## src/core/adc_demux_pkg.sv

```systemverilog
// constants, types and mode decoding shared by the output demultiplexer files
package adc_demux_pkg;

  localparam int SAMPLE_W = 8;
  localparam int ADDR_W = 8;
  localparam int DATA_W = 32;
  localparam int DIV_W = 3;
  localparam int CNT_W = 2;

  // register byte offsets
  localparam logic [ADDR_W-1:0] CTRL_OFFSET = 8'h00;
  localparam logic [ADDR_W-1:0] STATUS_OFFSET = 8'h04;
  localparam logic [ADDR_W-1:0] EVENT_OFFSET = 8'h08;

  // control register layout
  localparam int CTRL_SPLIT_BIT = 0;
  localparam int CTRL_EN_A_BIT = 1;
  localparam int CTRL_EN_B_BIT = 2;
  localparam int CTRL_DIV_LSB = 4;
  localparam logic [DATA_W-1:0] CTRL_RESET = 32'h00000027;
  localparam logic [DATA_W-1:0] CTRL_MASK = 32'h00000077;

  // status register layout
  localparam int STAT_MODE_LSB = 0;
  localparam int STAT_SYNC_RST_BIT = 2;
  localparam int STAT_PAIR_BIT = 3;
  localparam int STAT_DROP_BIT = 4;

  // sticky event register layout, write one to clear
  localparam int EVENT_OR_BIT = 0;
  localparam int EVENT_RST_BIT = 1;
  localparam int EVENT_W = 2;

  localparam logic [DIV_W-1:0] DIV_QUARTER = 3'h4;

  // cycles the strobe stays high after an update, minus one
  localparam logic [CNT_W-1:0] STROBE_EXTRA_SINGLE = 2'h0;
  localparam logic [CNT_W-1:0] STROBE_EXTRA_HALF = 2'h0;
  localparam logic [CNT_W-1:0] STROBE_EXTRA_QUARTER = 2'h1;

  localparam logic [SAMPLE_W-1:0] BYTE_ZERO = 8'h00;
  localparam logic [SAMPLE_W-1:0] BYTE_ONES = 8'hFF;

  typedef enum logic [1:0] {
    single_port_mode = 2'b00,
    half_rate_mode = 2'b01,
    quarter_rate_mode = 2'b10
  } rate_mode_t;

  // demux only with split and both second-port enables; divide select ignored otherwise
  function automatic rate_mode_t decode_mode(
    input logic split,
    input logic en_a,
    input logic en_b,
    input logic [DIV_W-1:0] div
  );
    rate_mode_t m;
    m = single_port_mode;
    if (split && en_a && en_b)
    begin
      if (div == DIV_QUARTER)
        m = quarter_rate_mode;
      else
        m = half_rate_mode;
    end
    return m;
  endfunction : decode_mode

endpackage : adc_demux_pkg

```

## src/core/adc_output_demux_ctrl.sv

```systemverilog
// output demultiplexer of a fast 8-bit sampling converter with apb control
// Functional notes
// - Samples are taken on the rising sample clock edge.
// - The active output ports update when the strobe clock rises.
// - Strobe falls near the middle of the valid data window.
// - Each port has eight bits, each with true and complement outputs.
// - Half rate puts two consecutive samples on both ports per strobe.
// - Single-port mode bypasses the demux, primary port only.
// - Second port powers down under two separate enables.
// - Quarter rate drops every other sample, pairs the kept ones.
// - In demux modes overrange flags either port's overranged sample.
// - In single-port mode overrange follows the primary sample only.
// - Sync reset input holds the demux in reset while asserted.
// - Differential reset output follows the internal demux reset.
// - Undriven sync reset input leaves the reset disabled.
// - Port order never depends on strobe phase.
`timescale 1ns/1ps
module adc_output_demux_ctrl (
  input wire logic pclk, // sample clock, 100 MHz
  input wire logic presetn, // async reset, active low
  input wire logic psel, // apb select
  input wire logic penable, // apb enable
  input wire logic pwrite, // apb direction
  input wire logic [adc_demux_pkg::ADDR_W-1:0] paddr, // apb byte address
  input wire logic [adc_demux_pkg::DATA_W-1:0] pwdata, // apb write data
  output logic [adc_demux_pkg::DATA_W-1:0] prdata, // apb read data
  output logic pready, // apb ready
  output logic pslverr, // apb error
  input wire logic sample_valid, // converter sample present
  input wire logic [adc_demux_pkg::SAMPLE_W-1:0] sample_data, // converter sample
  input wire logic sample_overrange, // sample overranged
  input wire logic sync_reset_input_true, // reset pin, true phase
  input wire logic sync_reset_input_comp, // reset pin, complementary phase
  output logic [adc_demux_pkg::SAMPLE_W-1:0] first_port_bits_true, // primary port true
  output logic [adc_demux_pkg::SAMPLE_W-1:0] first_port_bits_comp, // primary port complement
  output logic [adc_demux_pkg::SAMPLE_W-1:0] second_port_bits_true, // second port true
  output logic [adc_demux_pkg::SAMPLE_W-1:0] second_port_bits_comp, // second port complement
  output logic overrange_true, // overrange true
  output logic overrange_comp, // overrange complement
  output logic output_strobe_clock_true, // data-ready strobe true
  output logic output_strobe_clock_comp, // data-ready strobe complement
  output logic sync_reset_output_true, // reset out true
  output logic sync_reset_output_comp // reset out complement
);

  typedef struct packed {
    adc_demux_pkg::rate_mode_t mode;
    logic pair_phase;
    logic drop_phase;
    logic [adc_demux_pkg::SAMPLE_W-1:0] held_data;
    logic held_over;
    logic [adc_demux_pkg::SAMPLE_W-1:0] first_true;
    logic [adc_demux_pkg::SAMPLE_W-1:0] first_comp;
    logic [adc_demux_pkg::SAMPLE_W-1:0] second_true;
    logic [adc_demux_pkg::SAMPLE_W-1:0] second_comp;
    logic or_true;
    logic or_comp;
    logic strobe_true;
    logic strobe_comp;
    logic [adc_demux_pkg::CNT_W-1:0] strobe_cnt;
    logic rst_true;
    logic rst_comp;
    logic or_event;
    logic rst_event;
  } demux_state_t;

  localparam demux_state_t DEMUX_RESET = '{
    mode: adc_demux_pkg::half_rate_mode,
    pair_phase: 1'b0,
    drop_phase: 1'b0,
    held_data: adc_demux_pkg::BYTE_ZERO,
    held_over: 1'b0,
    first_true: adc_demux_pkg::BYTE_ZERO,
    first_comp: adc_demux_pkg::BYTE_ONES,
    second_true: adc_demux_pkg::BYTE_ZERO,
    second_comp: adc_demux_pkg::BYTE_ONES,
    or_true: 1'b0,
    or_comp: 1'b1,
    strobe_true: 1'b0,
    strobe_comp: 1'b1,
    strobe_cnt: '0,
    rst_true: 1'b0,
    rst_comp: 1'b1,
    or_event: 1'b0,
    rst_event: 1'b0
  };

  demux_state_t d_reg;
  demux_state_t d_next;

  logic split_enable;
  logic second_port_enable_a;
  logic second_port_enable_b;
  logic [adc_demux_pkg::DIV_W-1:0] rate_divide_select;
  logic [1:0] pin_raw;
  logic [1:0] pin_sync_level;
  logic sync_reset_active;

  assign pin_raw = {sync_reset_input_comp, sync_reset_input_true};

  // both reset pin phases pass their own synchroniser
  genvar gi;
  generate
    for (gi = 0; gi < 2; gi++)
    begin : g_pin_sync
      pin_sync u_sync (
        .pclk(pclk),
        .presetn(presetn),
        .pin_in(pin_raw[gi]),
        .level_out(pin_sync_level[gi])
      );
    end
  endgenerate

  // asserted only when driven true high and complement low; self-biased open pins read low
  assign sync_reset_active = pin_sync_level[0] && !pin_sync_level[1];

  demux_apb_regs u_regs (
    .pclk(pclk),
    .presetn(presetn),
    .psel(psel),
    .penable(penable),
    .pwrite(pwrite),
    .paddr(paddr),
    .pwdata(pwdata),
    .prdata(prdata),
    .pready(pready),
    .pslverr(pslverr),
    .mode_state(d_reg.mode),
    .sync_reset_active(sync_reset_active),
    .pair_phase(d_reg.pair_phase),
    .drop_phase(d_reg.drop_phase),
    .overrange_event(d_reg.or_event),
    .sync_reset_event(d_reg.rst_event),
    .split_enable(split_enable),
    .second_port_enable_a(second_port_enable_a),
    .second_port_enable_b(second_port_enable_b),
    .rate_divide_select(rate_divide_select)
  );

  always_comb
  begin
    adc_demux_pkg::rate_mode_t mode_now;
    logic second_on;
    logic keep;
    logic update;
    logic [adc_demux_pkg::SAMPLE_W-1:0] word_first;
    logic [adc_demux_pkg::SAMPLE_W-1:0] word_second;
    logic word_or;
    logic [adc_demux_pkg::CNT_W-1:0] extra;
    mode_now = adc_demux_pkg::decode_mode(split_enable, second_port_enable_a,
                                          second_port_enable_b,
                                          rate_divide_select);
    second_on = second_port_enable_a && second_port_enable_b;
    keep = 1'b0;
    update = 1'b0;
    word_first = d_reg.first_true;
    word_second = d_reg.second_true;
    word_or = d_reg.or_true;
    extra = adc_demux_pkg::STROBE_EXTRA_SINGLE;
    d_next = d_reg;
    d_next.mode = mode_now;
    d_next.or_event = 1'b0;
    d_next.rst_event = sync_reset_active;
    d_next.rst_true = sync_reset_active;
    d_next.rst_comp = !sync_reset_active;

    // falling edge of the strobe after its high time
    if (d_reg.strobe_cnt != '0)
      d_next.strobe_cnt = d_reg.strobe_cnt - 1'b1;
    else
      d_next.strobe_true = 1'b0;

    if (sync_reset_active || mode_now != d_reg.mode)
    begin
      // realign: next kept sample opens a new pair on the primary port
      d_next.pair_phase = 1'b0;
      d_next.drop_phase = 1'b0;
      d_next.strobe_true = 1'b0;
      d_next.strobe_cnt = '0;
    end
    else if (sample_valid)
    begin
      // each sample is taken at this clock edge
      unique case (d_reg.mode)
        adc_demux_pkg::single_port_mode:
        begin
          update = 1'b1;
          word_first = sample_data;
          word_or = sample_overrange;
          extra = adc_demux_pkg::STROBE_EXTRA_SINGLE;
        end
        adc_demux_pkg::half_rate_mode:
        begin
          keep = 1'b1;
          extra = adc_demux_pkg::STROBE_EXTRA_HALF;
        end
        adc_demux_pkg::quarter_rate_mode:
        begin
          keep = !d_reg.drop_phase;
          d_next.drop_phase = !d_reg.drop_phase;
          extra = adc_demux_pkg::STROBE_EXTRA_QUARTER;
        end
        default:
        begin
          keep = 1'b0;
        end
      endcase
      if (keep)
      begin
        if (!d_reg.pair_phase)
        begin
          d_next.held_data = sample_data;
          d_next.held_over = sample_overrange;
          d_next.pair_phase = 1'b1;
        end
        else
        begin
          // pair order fixed by phase counter, not by strobe level
          update = 1'b1;
          word_first = d_reg.held_data;
          word_second = sample_data;
          word_or = d_reg.held_over || sample_overrange;
          d_next.pair_phase = 1'b0;
        end
      end
    end

    if (update)
    begin
      // ports and strobe rise together; complements track the true phase
      d_next.first_true = word_first;
      d_next.first_comp = ~word_first;
      d_next.second_true = word_second;
      d_next.second_comp = ~word_second;
      d_next.or_true = word_or;
      d_next.or_comp = !word_or;
      d_next.or_event = word_or;
      d_next.strobe_true = 1'b1;
      d_next.strobe_cnt = extra;
    end

    // powered-down second port drives neither phase
    if (!second_on)
    begin
      d_next.second_true = adc_demux_pkg::BYTE_ZERO;
      d_next.second_comp = adc_demux_pkg::BYTE_ZERO;
    end

    // capture on complement rising equals true falling
    d_next.strobe_comp = !d_next.strobe_true;
  end

  always_ff @(posedge pclk or negedge presetn)
  begin
    if (!presetn)
      d_reg <= DEMUX_RESET;
    else
      d_reg <= d_next;
  end

  assign first_port_bits_true = d_reg.first_true;
  assign first_port_bits_comp = d_reg.first_comp;
  assign second_port_bits_true = d_reg.second_true;
  assign second_port_bits_comp = d_reg.second_comp;
  assign overrange_true = d_reg.or_true;
  assign overrange_comp = d_reg.or_comp;
  assign output_strobe_clock_true = d_reg.strobe_true;
  assign output_strobe_clock_comp = d_reg.strobe_comp;
  assign sync_reset_output_true = d_reg.rst_true;
  assign sync_reset_output_comp = d_reg.rst_comp;

endmodule : adc_output_demux_ctrl

```

## src/core/pin_sync.sv

```systemverilog
// two-flop synchroniser for one pin input
`timescale 1ns/1ps
module pin_sync (
  input wire logic pclk, // clock
  input wire logic presetn, // async reset, active low
  input wire logic pin_in, // asynchronous pin level
  output logic level_out // synchronised level
);

  typedef struct packed {
    logic stage1;
    logic stage2;
  } sync_state_t;

  sync_state_t s_reg;
  sync_state_t s_next;

  always_comb
  begin
    s_next = s_reg;
    s_next.stage1 = pin_in;
    s_next.stage2 = s_reg.stage1;
  end

  always_ff @(posedge pclk or negedge presetn)
  begin
    if (!presetn)
      s_reg <= '0;
    else
      s_reg <= s_next;
  end

  assign level_out = s_reg.stage2;

endmodule : pin_sync

```

## src/core/demux_apb_regs.sv

```systemverilog
// apb slave holding control, status and sticky event registers
`timescale 1ns/1ps
module demux_apb_regs (
  input wire logic pclk, // clock
  input wire logic presetn, // async reset, active low
  input wire logic psel, // apb select
  input wire logic penable, // apb enable
  input wire logic pwrite, // apb direction
  input wire logic [adc_demux_pkg::ADDR_W-1:0] paddr, // apb byte address
  input wire logic [adc_demux_pkg::DATA_W-1:0] pwdata, // apb write data
  output logic [adc_demux_pkg::DATA_W-1:0] prdata, // apb read data
  output logic pready, // apb ready
  output logic pslverr, // apb error
  input wire logic [1:0] mode_state, // current rate mode
  input wire logic sync_reset_active, // demux held in reset
  input wire logic pair_phase, // pair position
  input wire logic drop_phase, // decimation position
  input wire logic overrange_event, // overranged word presented
  input wire logic sync_reset_event, // sync reset seen
  output logic split_enable, // demux enable
  output logic second_port_enable_a, // second port enable a
  output logic second_port_enable_b, // second port enable b
  output logic [adc_demux_pkg::DIV_W-1:0] rate_divide_select // divide select
);

  typedef struct packed {
    logic [adc_demux_pkg::DATA_W-1:0] ctrl;
    logic [adc_demux_pkg::EVENT_W-1:0] events;
    logic [adc_demux_pkg::DATA_W-1:0] rdata;
    logic ready;
    logic err;
  } regs_state_t;

  localparam regs_state_t REGS_RESET = '{
    ctrl: adc_demux_pkg::CTRL_RESET,
    events: '0,
    rdata: '0,
    ready: 1'b0,
    err: 1'b0
  };

  regs_state_t r_reg;
  regs_state_t r_next;

  always_comb
  begin
    logic setup;
    logic wr;
    logic [adc_demux_pkg::DATA_W-1:0] status;
    setup = psel && !penable;
    wr = psel && penable && r_reg.ready && pwrite;
    status = '0;
    status[adc_demux_pkg::STAT_MODE_LSB +: 2] = mode_state;
    status[adc_demux_pkg::STAT_SYNC_RST_BIT] = sync_reset_active;
    status[adc_demux_pkg::STAT_PAIR_BIT] = pair_phase;
    status[adc_demux_pkg::STAT_DROP_BIT] = drop_phase;
    r_next = r_reg;
    r_next.ready = setup;
    r_next.err = 1'b0;
    if (setup)
    begin
      r_next.rdata = '0;
      if (paddr == adc_demux_pkg::CTRL_OFFSET)
        r_next.rdata = r_reg.ctrl;
      else if (paddr == adc_demux_pkg::STATUS_OFFSET)
        r_next.rdata = status;
      else if (paddr == adc_demux_pkg::EVENT_OFFSET)
        r_next.rdata[adc_demux_pkg::EVENT_W-1:0] = r_reg.events;
      else
        r_next.err = 1'b1;
    end
    if (wr && paddr == adc_demux_pkg::CTRL_OFFSET)
      r_next.ctrl = pwdata & adc_demux_pkg::CTRL_MASK;
    if (wr && paddr == adc_demux_pkg::EVENT_OFFSET)
      r_next.events = r_reg.events & ~pwdata[adc_demux_pkg::EVENT_W-1:0];
    // a new event in the clearing cycle wins
    if (overrange_event)
      r_next.events[adc_demux_pkg::EVENT_OR_BIT] = 1'b1;
    if (sync_reset_event)
      r_next.events[adc_demux_pkg::EVENT_RST_BIT] = 1'b1;
  end

  always_ff @(posedge pclk or negedge presetn)
  begin
    if (!presetn)
      r_reg <= REGS_RESET;
    else
      r_reg <= r_next;
  end

  assign prdata = r_reg.rdata;
  assign pready = r_reg.ready;
  assign pslverr = r_reg.err;
  assign split_enable = r_reg.ctrl[adc_demux_pkg::CTRL_SPLIT_BIT];
  assign second_port_enable_a = r_reg.ctrl[adc_demux_pkg::CTRL_EN_A_BIT];
  assign second_port_enable_b = r_reg.ctrl[adc_demux_pkg::CTRL_EN_B_BIT];
  assign rate_divide_select = r_reg.ctrl[adc_demux_pkg::CTRL_DIV_LSB +: adc_demux_pkg::DIV_W];

endmodule : demux_apb_regs

```

## config.mk

```make
export PLATFORM = sky130hd
export DESIGN_NAME = adc_output_demux_ctrl
export DESIGN_NICKNAME = d
export VERILOG_FILES = /design/src/core/adc_demux_pkg.sv /design/src/core/adc_output_demux_ctrl.sv /design/src/core/pin_sync.sv /design/src/core/demux_apb_regs.sv
export SDC_FILE = /design/constraint.sdc
export NUM_CORES = 1
export LEC_CHECK = 0
export BUFFER_PORTS_ARGS = -buffer_cell sky130_fd_sc_hd__buf_2
export CORE_UTILIZATION = 42
export DETAILED_ROUTE_END_ITERATION = 7
export GPL_TIMING_DRIVEN = 1
export PLACE_DENSITY_LB_ADDON = 0.3
export SETUP_SLACK_MARGIN = 0.3
export SYNTH_ARGS = -nofsm -noshare
export SYNTH_HDL_FRONTEND = slang
export SYNTH_SLANG_ARGS = --single-unit
```

## constraint.sdc

```tcl
create_clock -name pclk -period 3.25 [get_ports pclk]
set_clock_uncertainty 0.15 [all_clocks]
set_input_delay 0.4875 -clock pclk [delete_from_list [all_inputs] [get_ports pclk]]
set_output_delay 0.4875 -clock pclk [all_outputs]
set_load 0.03 [all_outputs]
```

Yosys cells after proc, flatten, opt, wreduce, memory -nomap -nowiden

Index checks and enable logic that the tools add are counted.

Bits in registers: 100
Bits in latches: 0
RAM bits: 0
Bits in read-only memories: 0
Bits of input ports: 57
Logic and storage cells: 124
Memories kept: 0

Add/subtract/negate cells: 1
Multipliers: 0
Divide/modulo/power cells: 0
Order comparisons: 0
Equal/unequal tests: 7
Shifts and indexed selects: 0
Muxes and demuxes: 53
Bitwise gates (word level): 6
Reductions and logical operators: 30

Operators with widths:

| kind                                                             | number |
|---|---|
| 8-bit two-way mux                                                | 9 |
| 32-bit two-way mux                                               | 1 |
| 1-bit two-way mux                                                | 27 |
| 19-bit two-way mux                                               | 1 |
| 2-bit two-way mux                                                | 9 |
| 9-bit two-way mux                                                | 2 |
| 16-bit two-way mux                                               | 1 |
| 8-bit NOT                                                        | 2 |
| 2-bit nonzero test                                               | 6 |
| 11-bit two-way mux                                               | 1 |
| 1-bit logical AND                                                | 10 |
| 8-bit by 3-bit == test with 1-bit output (second input constant) | 1 |
| 8-bit by 4-bit == test with 1-bit output (second input constant) | 1 |
| 8-bit logical NOT                                                | 1 |
| 1-bit logical NOT                                                | 6 |
| 2-bit AND reduction                                              | 2 |
| 4-bit AND reduction                                              | 1 |
| 3-bit == test (second input constant)                            | 1 |
| 3-bit two-way mux                                                | 1 |
| 3-bit nonzero test                                               | 1 |
| 2-bit AND                                                        | 1 |
| 2-bit by 1-bit == test with 1-bit output (second input constant) | 1 |
| 2-bit == test (second input constant)                            | 1 |
| 2-bit logical NOT                                                | 1 |
| other kinds (7)                                                  | 9 |

Logic depth before layout (Yosys ltp)

Depth in word-level cells: 12
Gate-level depth with buffers: 9

By module

Synthesis repeated with hierarchy kept, for this count alone.

Cell total of the unflattened synthesis: 380
Area, all modules: 3965.1 µm²

By module, submodules not included:

| module                | instances | cells each | area each (µm²) | sequential area each (µm²) |
|---|---|---|---|---|
| adc_output_demux_ctrl | 1         | 271        | 2792.7          | 1376.3 |
| demux_apb_regs        | 1         | 105        | 1072.3          | 430.4 |
| pin_sync              | 2         | 2          | 50.0            | 50.0 |

Least setup slack after synthesis

OpenSTA, ideal clock, no wires.

Path type: register -> register
Start: register d_reg[53] in the netlist's numbering
End: register d_reg, in the netlist first_port_bits_true[6]
Library setup time: 0.118 ns
Data arrival time: 2.093 ns
Data required time: 2.982 ns
Setup slack: 0.889 ns
Stages on the path, launching flop included: 9
Buffers on the path: 1
Period minus slack after synthesis: 2.361 ns
Cells stage by stage: dfstp_2 -> inv_1 -> ha_1 -> nor2b_1 -> o2111a_1 -> a21oi_1 -> clkbuf_1 -> a2111oi_0 -> a21o_1

Word-level cells in the longest chain between the ends: 7
Elaborated cells on any way between the ends: 18

RTL lines:

| item                                                                             | line                         | RTL |
|---|---|---|
| from (decl)                                                                      | adc_output_demux_ctrl.sv:88  | `demux_state_t d_reg;` |
| from (signal assigned)                                                           | adc_output_demux_ctrl.sv:259 | `d_reg <= d_next;` |
| 2-bit == test / 2-bit by 1-bit == test with 1-bit output (equally long branches) | adc_output_demux_ctrl.sv:185 | `unique case (d_reg.mode)` |
| 1-bit case mux with 2 select lines                                               | adc_output_demux_ctrl.sv:185 |  |
| 1-bit two-way mux                                                                | adc_output_demux_ctrl.sv:182 | `else if (sample_valid)` |
| 1-bit two-way mux                                                                | adc_output_demux_ctrl.sv:174 | `if (sync_reset_active \|\| mode_now != d_reg.mode)` |
| 8-bit two-way mux / 1-bit two-way mux (equally long branches)                    | adc_output_demux_ctrl.sv:209 | `if (keep)` |
| 8-bit two-way mux / 1-bit two-way mux (equally long branches)                    | adc_output_demux_ctrl.sv:182 |  |
| 8-bit two-way mux / 1-bit two-way mux (equally long branches)                    | adc_output_demux_ctrl.sv:174 |  |

Parallel ways exist; a longest one is shown, timed or not. The select of a mux whose other input is x is not followed.
A chain may end at the register's enable or synchronous reset.

Worst setup path after layout

Start: register u_regs.r_reg, in the netlist u_regs.second_port_enable_a
End: register d_reg[45] in the netlist's numbering

Word-level cells in the longest chain between the ends: 7

RTL lines:

| item                                 | line                         | RTL |
|---|---|---|
| from (decl)                          | demux_apb_regs.sv:42         | `regs_state_t r_reg;` |
| from (signal assigned)               | demux_apb_regs.sv:88         | `r_reg <= r_next;` |
| 1-bit logical AND (2 in series)      | adc_demux_pkg.sv:59          | `if (split && en_a && en_b)` |
| 2-bit two-way mux                    | adc_demux_pkg.sv:59          |  |
| 2-bit != test                        | adc_output_demux_ctrl.sv:174 |  |
| 1-bit logical OR                     | adc_output_demux_ctrl.sv:174 |  |
| 1-bit NOT (no source line)           | -                            |  |
| 4-bit AND reduction (no source line) | -                            |  |

No other way between the ends.

==> flow_summary.json <==
{
  "numCtsBuffers": 9,
  "period_needed_ns": 2.71,
  "antenna_found_initial": 0,
  "grt_pass1_vias": 2477,
  "synth_top_area_share_pct": 33.1,
  "die_w_um": 97.9,
  "io_pins": 129,
  "p_leak_nw": 2.12,
  "clock_sinks": 75,
  "p_per_area_nw_per_um2": 491,
  "finalCritPeriodShare_pct": 83.4,
  "switching_share_pct": 28.4,
  "setup_viol": 0,
  "clk-insertion-delay-late_ns": 0.33,
  "synth_ff_type": "dfrtp_1",
  "cap_violations": 0,
  "cp-start-kind": "flop",
  "final.fill_count": 820,
  "p_int_mw": 1.47,
  "synth_cell_types": 44,
  "start_util_pct": 43.8,
  "fp.dieH_um": 97.9,
  "drt-initial-drc-count": 119,
  "p_seq_share_pct": 49.7,
  "dp_slack_ns": 0.545,
  "cts.path.max_buffers": 2,
  "grt_first_pass_wirelength_um": 12500,
  "avgSynthCellArea_um2": 10.8,
  "drt-total-wl_um": 7340,
  "antenna_cells": 0,
  "vdd.ir_drop.worst_mv": 0.315,
  "required_ns": 3.32,
  "viasPerCell": 4.85,
  "grt.overflow.total": 0,
  "synthesis.area_um2": 3860,
  "ctsResizeCount": 0,
  "status": "finished with violations",
  "cts_max_level": 3,
  "dp_hpwl_um": 5160,
  "vias": 2473,
  "grt_usage_pct": 16.5,
  "cp_slowest_stage_delay_ns": 0.62,
  "path_cells": "nand3_1 > nor4b_2 > o31ai_2 > buf_4 > or3_1 > mux2_4",
  "layout-drive-gt1-share_pct": 36.1,
  "slowest_stage": "or3_1",
  "failed_checks": "design-rule violations",
  "async_flop_share_pct": 100,
  "p_switching_mw": 0.581,
  "ctsHoldBuffers": 0,
  "cts_tree": "done",
  "nets": 458,
  "yosys-top-cells-count": "64 x buf_4, 51 x dfrtp_1, 33 x nor2_1",
  "rsz0062_at_grt": "false",
  "tightest_slew_ns": 0.931,
  "setup_slack_ns": 0.538,
  "hold_viol": 0,
  "p_comb_share_pct": 15.9,
  "synth_edf_count": 0,
  "wl_per_cell_um": 14.4,
  "coreArea_um2": 8810,
  "die_area_um2": 9580,
  "worstPathArrival_ns": 2.78,
  "drc": 6,
  "min-delay-path-class": "primary input to flop",
  "root_buffer": "clkbuf_8",
  "netlist_instances": 358,
  "synth_area_leaders": "dfrtp_1 33%, dfstp_2 16%, buf_4 12%",
  "ys_seq_area_share_pct": 49.4,
  "synth_top_cell_by_area": "dfrtp_1",
  "seq_area_um2": 1910,
  "placementRows": 34,
  "post_cts_buffers": 0,
  "ant_nets": 0,
  "fmax_mhz": 369,
  "synth_warnings": 0,
  "clkPwrFrac_pct": 34.4,
  "io_buffers": 77,
  "postLayoutCoreUtil_pct": 47.4,
  "hold_slack_ns": 0.104,
  "slew_headroom_pct": 37.9,
  "fin_cells": 510,
  "final_max_slew_viol_count": 0,
  "grt_max_degree": 76,
  "place_congestion": 0.728,
  "yosysMostFrequentCell": "buf_4",
  "synth_seq_cells": 75,
  "crit_path_end_kind": "flop",
  "drtPass1Iterations": 6,
  "area_delta_synth_final_pct": 8.10,
  "clk_pin_slew_ns": 0.08,
  "crit_type": "flop to flop",
  "dp.cells": 494,
  "setup_tns_ns": 0,
  "multi_input_area_um2": 1460,
  "largest_reg_flops": 17,
  "path_max_fanout": 13
}
## cells in the final DEF, fill, tap and decap left out, drive strengths merged, types with 3 or more instances in the layout
cell type and instances:
o31ai 3, mux2i 20, o21ai 16, dfstp 24, nand3 9, buf 85, mux2 16, conb 25
ha 4, a2111oi 8, nor2b 5, nor2 33, inv 9, clkbuf 12, a21oi 20, a211oi 7
a21o 11, a22o 4, nand2 14, dfrtp 51
## critical path: cells and delay by family, from the launching register on
kind,cells,cell delay [ns]
AOI/OAI and AO/OA,1,0.12
buffers and inverters,1,0.19
DFF,1,0.56
muxes,1,0.40
and+or+nand+nor,3,1.18
## per-layer routing
metal	track usage (%)	vias up	part of all wire [%]
li1	-	1229	-
met1	22.5	1184	47
met2	25.9	55	46
met3	4.08	5	5.1
met4	5.13	0	1.1
met5	0	-	0
## power by group through the flow
stage          clock (mW)  combinational, mW  sequential, mW
6_report            0.705              0.327            1.02
4_1_cts             0.729              0.330            1.02
3_5_place_dp            0              0.329            1.04
2_1_floorplan           0              0.265            1.05
3_3_place_gp            0              0.324            1.04
5_1_grt             0.776              0.362            1.03
## worst paths after layout
| kind | start | to | slack [ns] | cells past startpoint |
|---|---|---|---|---|
| worst min-delay path | sync_reset_input_true | g_pin_sync[0].u_sync.s_next[0]$_DFF_PN0_ | 0.10 | 1 |
| min in group asynchronous | presetn | g_pin_sync[1].u_sync.level_out$_DFF_PN0_ | 0.15 | 1 |
| worst min register to register | g_pin_sync[0].u_sync.s_next[0]$_DFF_PN0_ | g_pin_sync[0].u_sync.level_out$_DFF_PN0_ | 0.20 | 0 |
| max in group asynchronous | presetn | overrange_true$_DFFE_PN0P_ | 2.22 | 1 |
| worst max register to register | u_regs.second_port_enable_a$_DFFE_PN1P_ | d_reg[45]$_DFFE_PN0P_ | 0.54 | 6 |
| worst max-delay path | u_regs.second_port_enable_a$_DFFE_PN1P_ | d_reg[45]$_DFFE_PN0P_ | 0.54 | 6 |
## through the flow
stage	area [µm²]	total power, mW
floorplan	3950	1.32
global placement	3980	1.36
detailed placement	3980	1.37
CTS	4170	2.08
global route	4170	2.16
finish	4170	2.05
## cell families after synthesis
group                      synth area share, %
and+or+nand+nor                           9.69
adders and majority gates                 1.30
other                                   0.0972
buffers and inverters                     15.1
DFF                                       49.4
xor gates and xnor gates                 0.681
AOI/OAI and AO/OA                         13.0
muxes                                     10.7
## final cells by class
type / instances / area share [%]
clock buffers: 12 / 3.48
clock inverters: 4 / 1.17
inverters: 8 / 0.720
multi-input cells: 218 / 35.0
flip-flops and latches: 75 / 45.7
well taps: 108 / 3.24
repair buffers: 85 / 10.7
No activity file was read; power rests on OpenSTA's default activity.
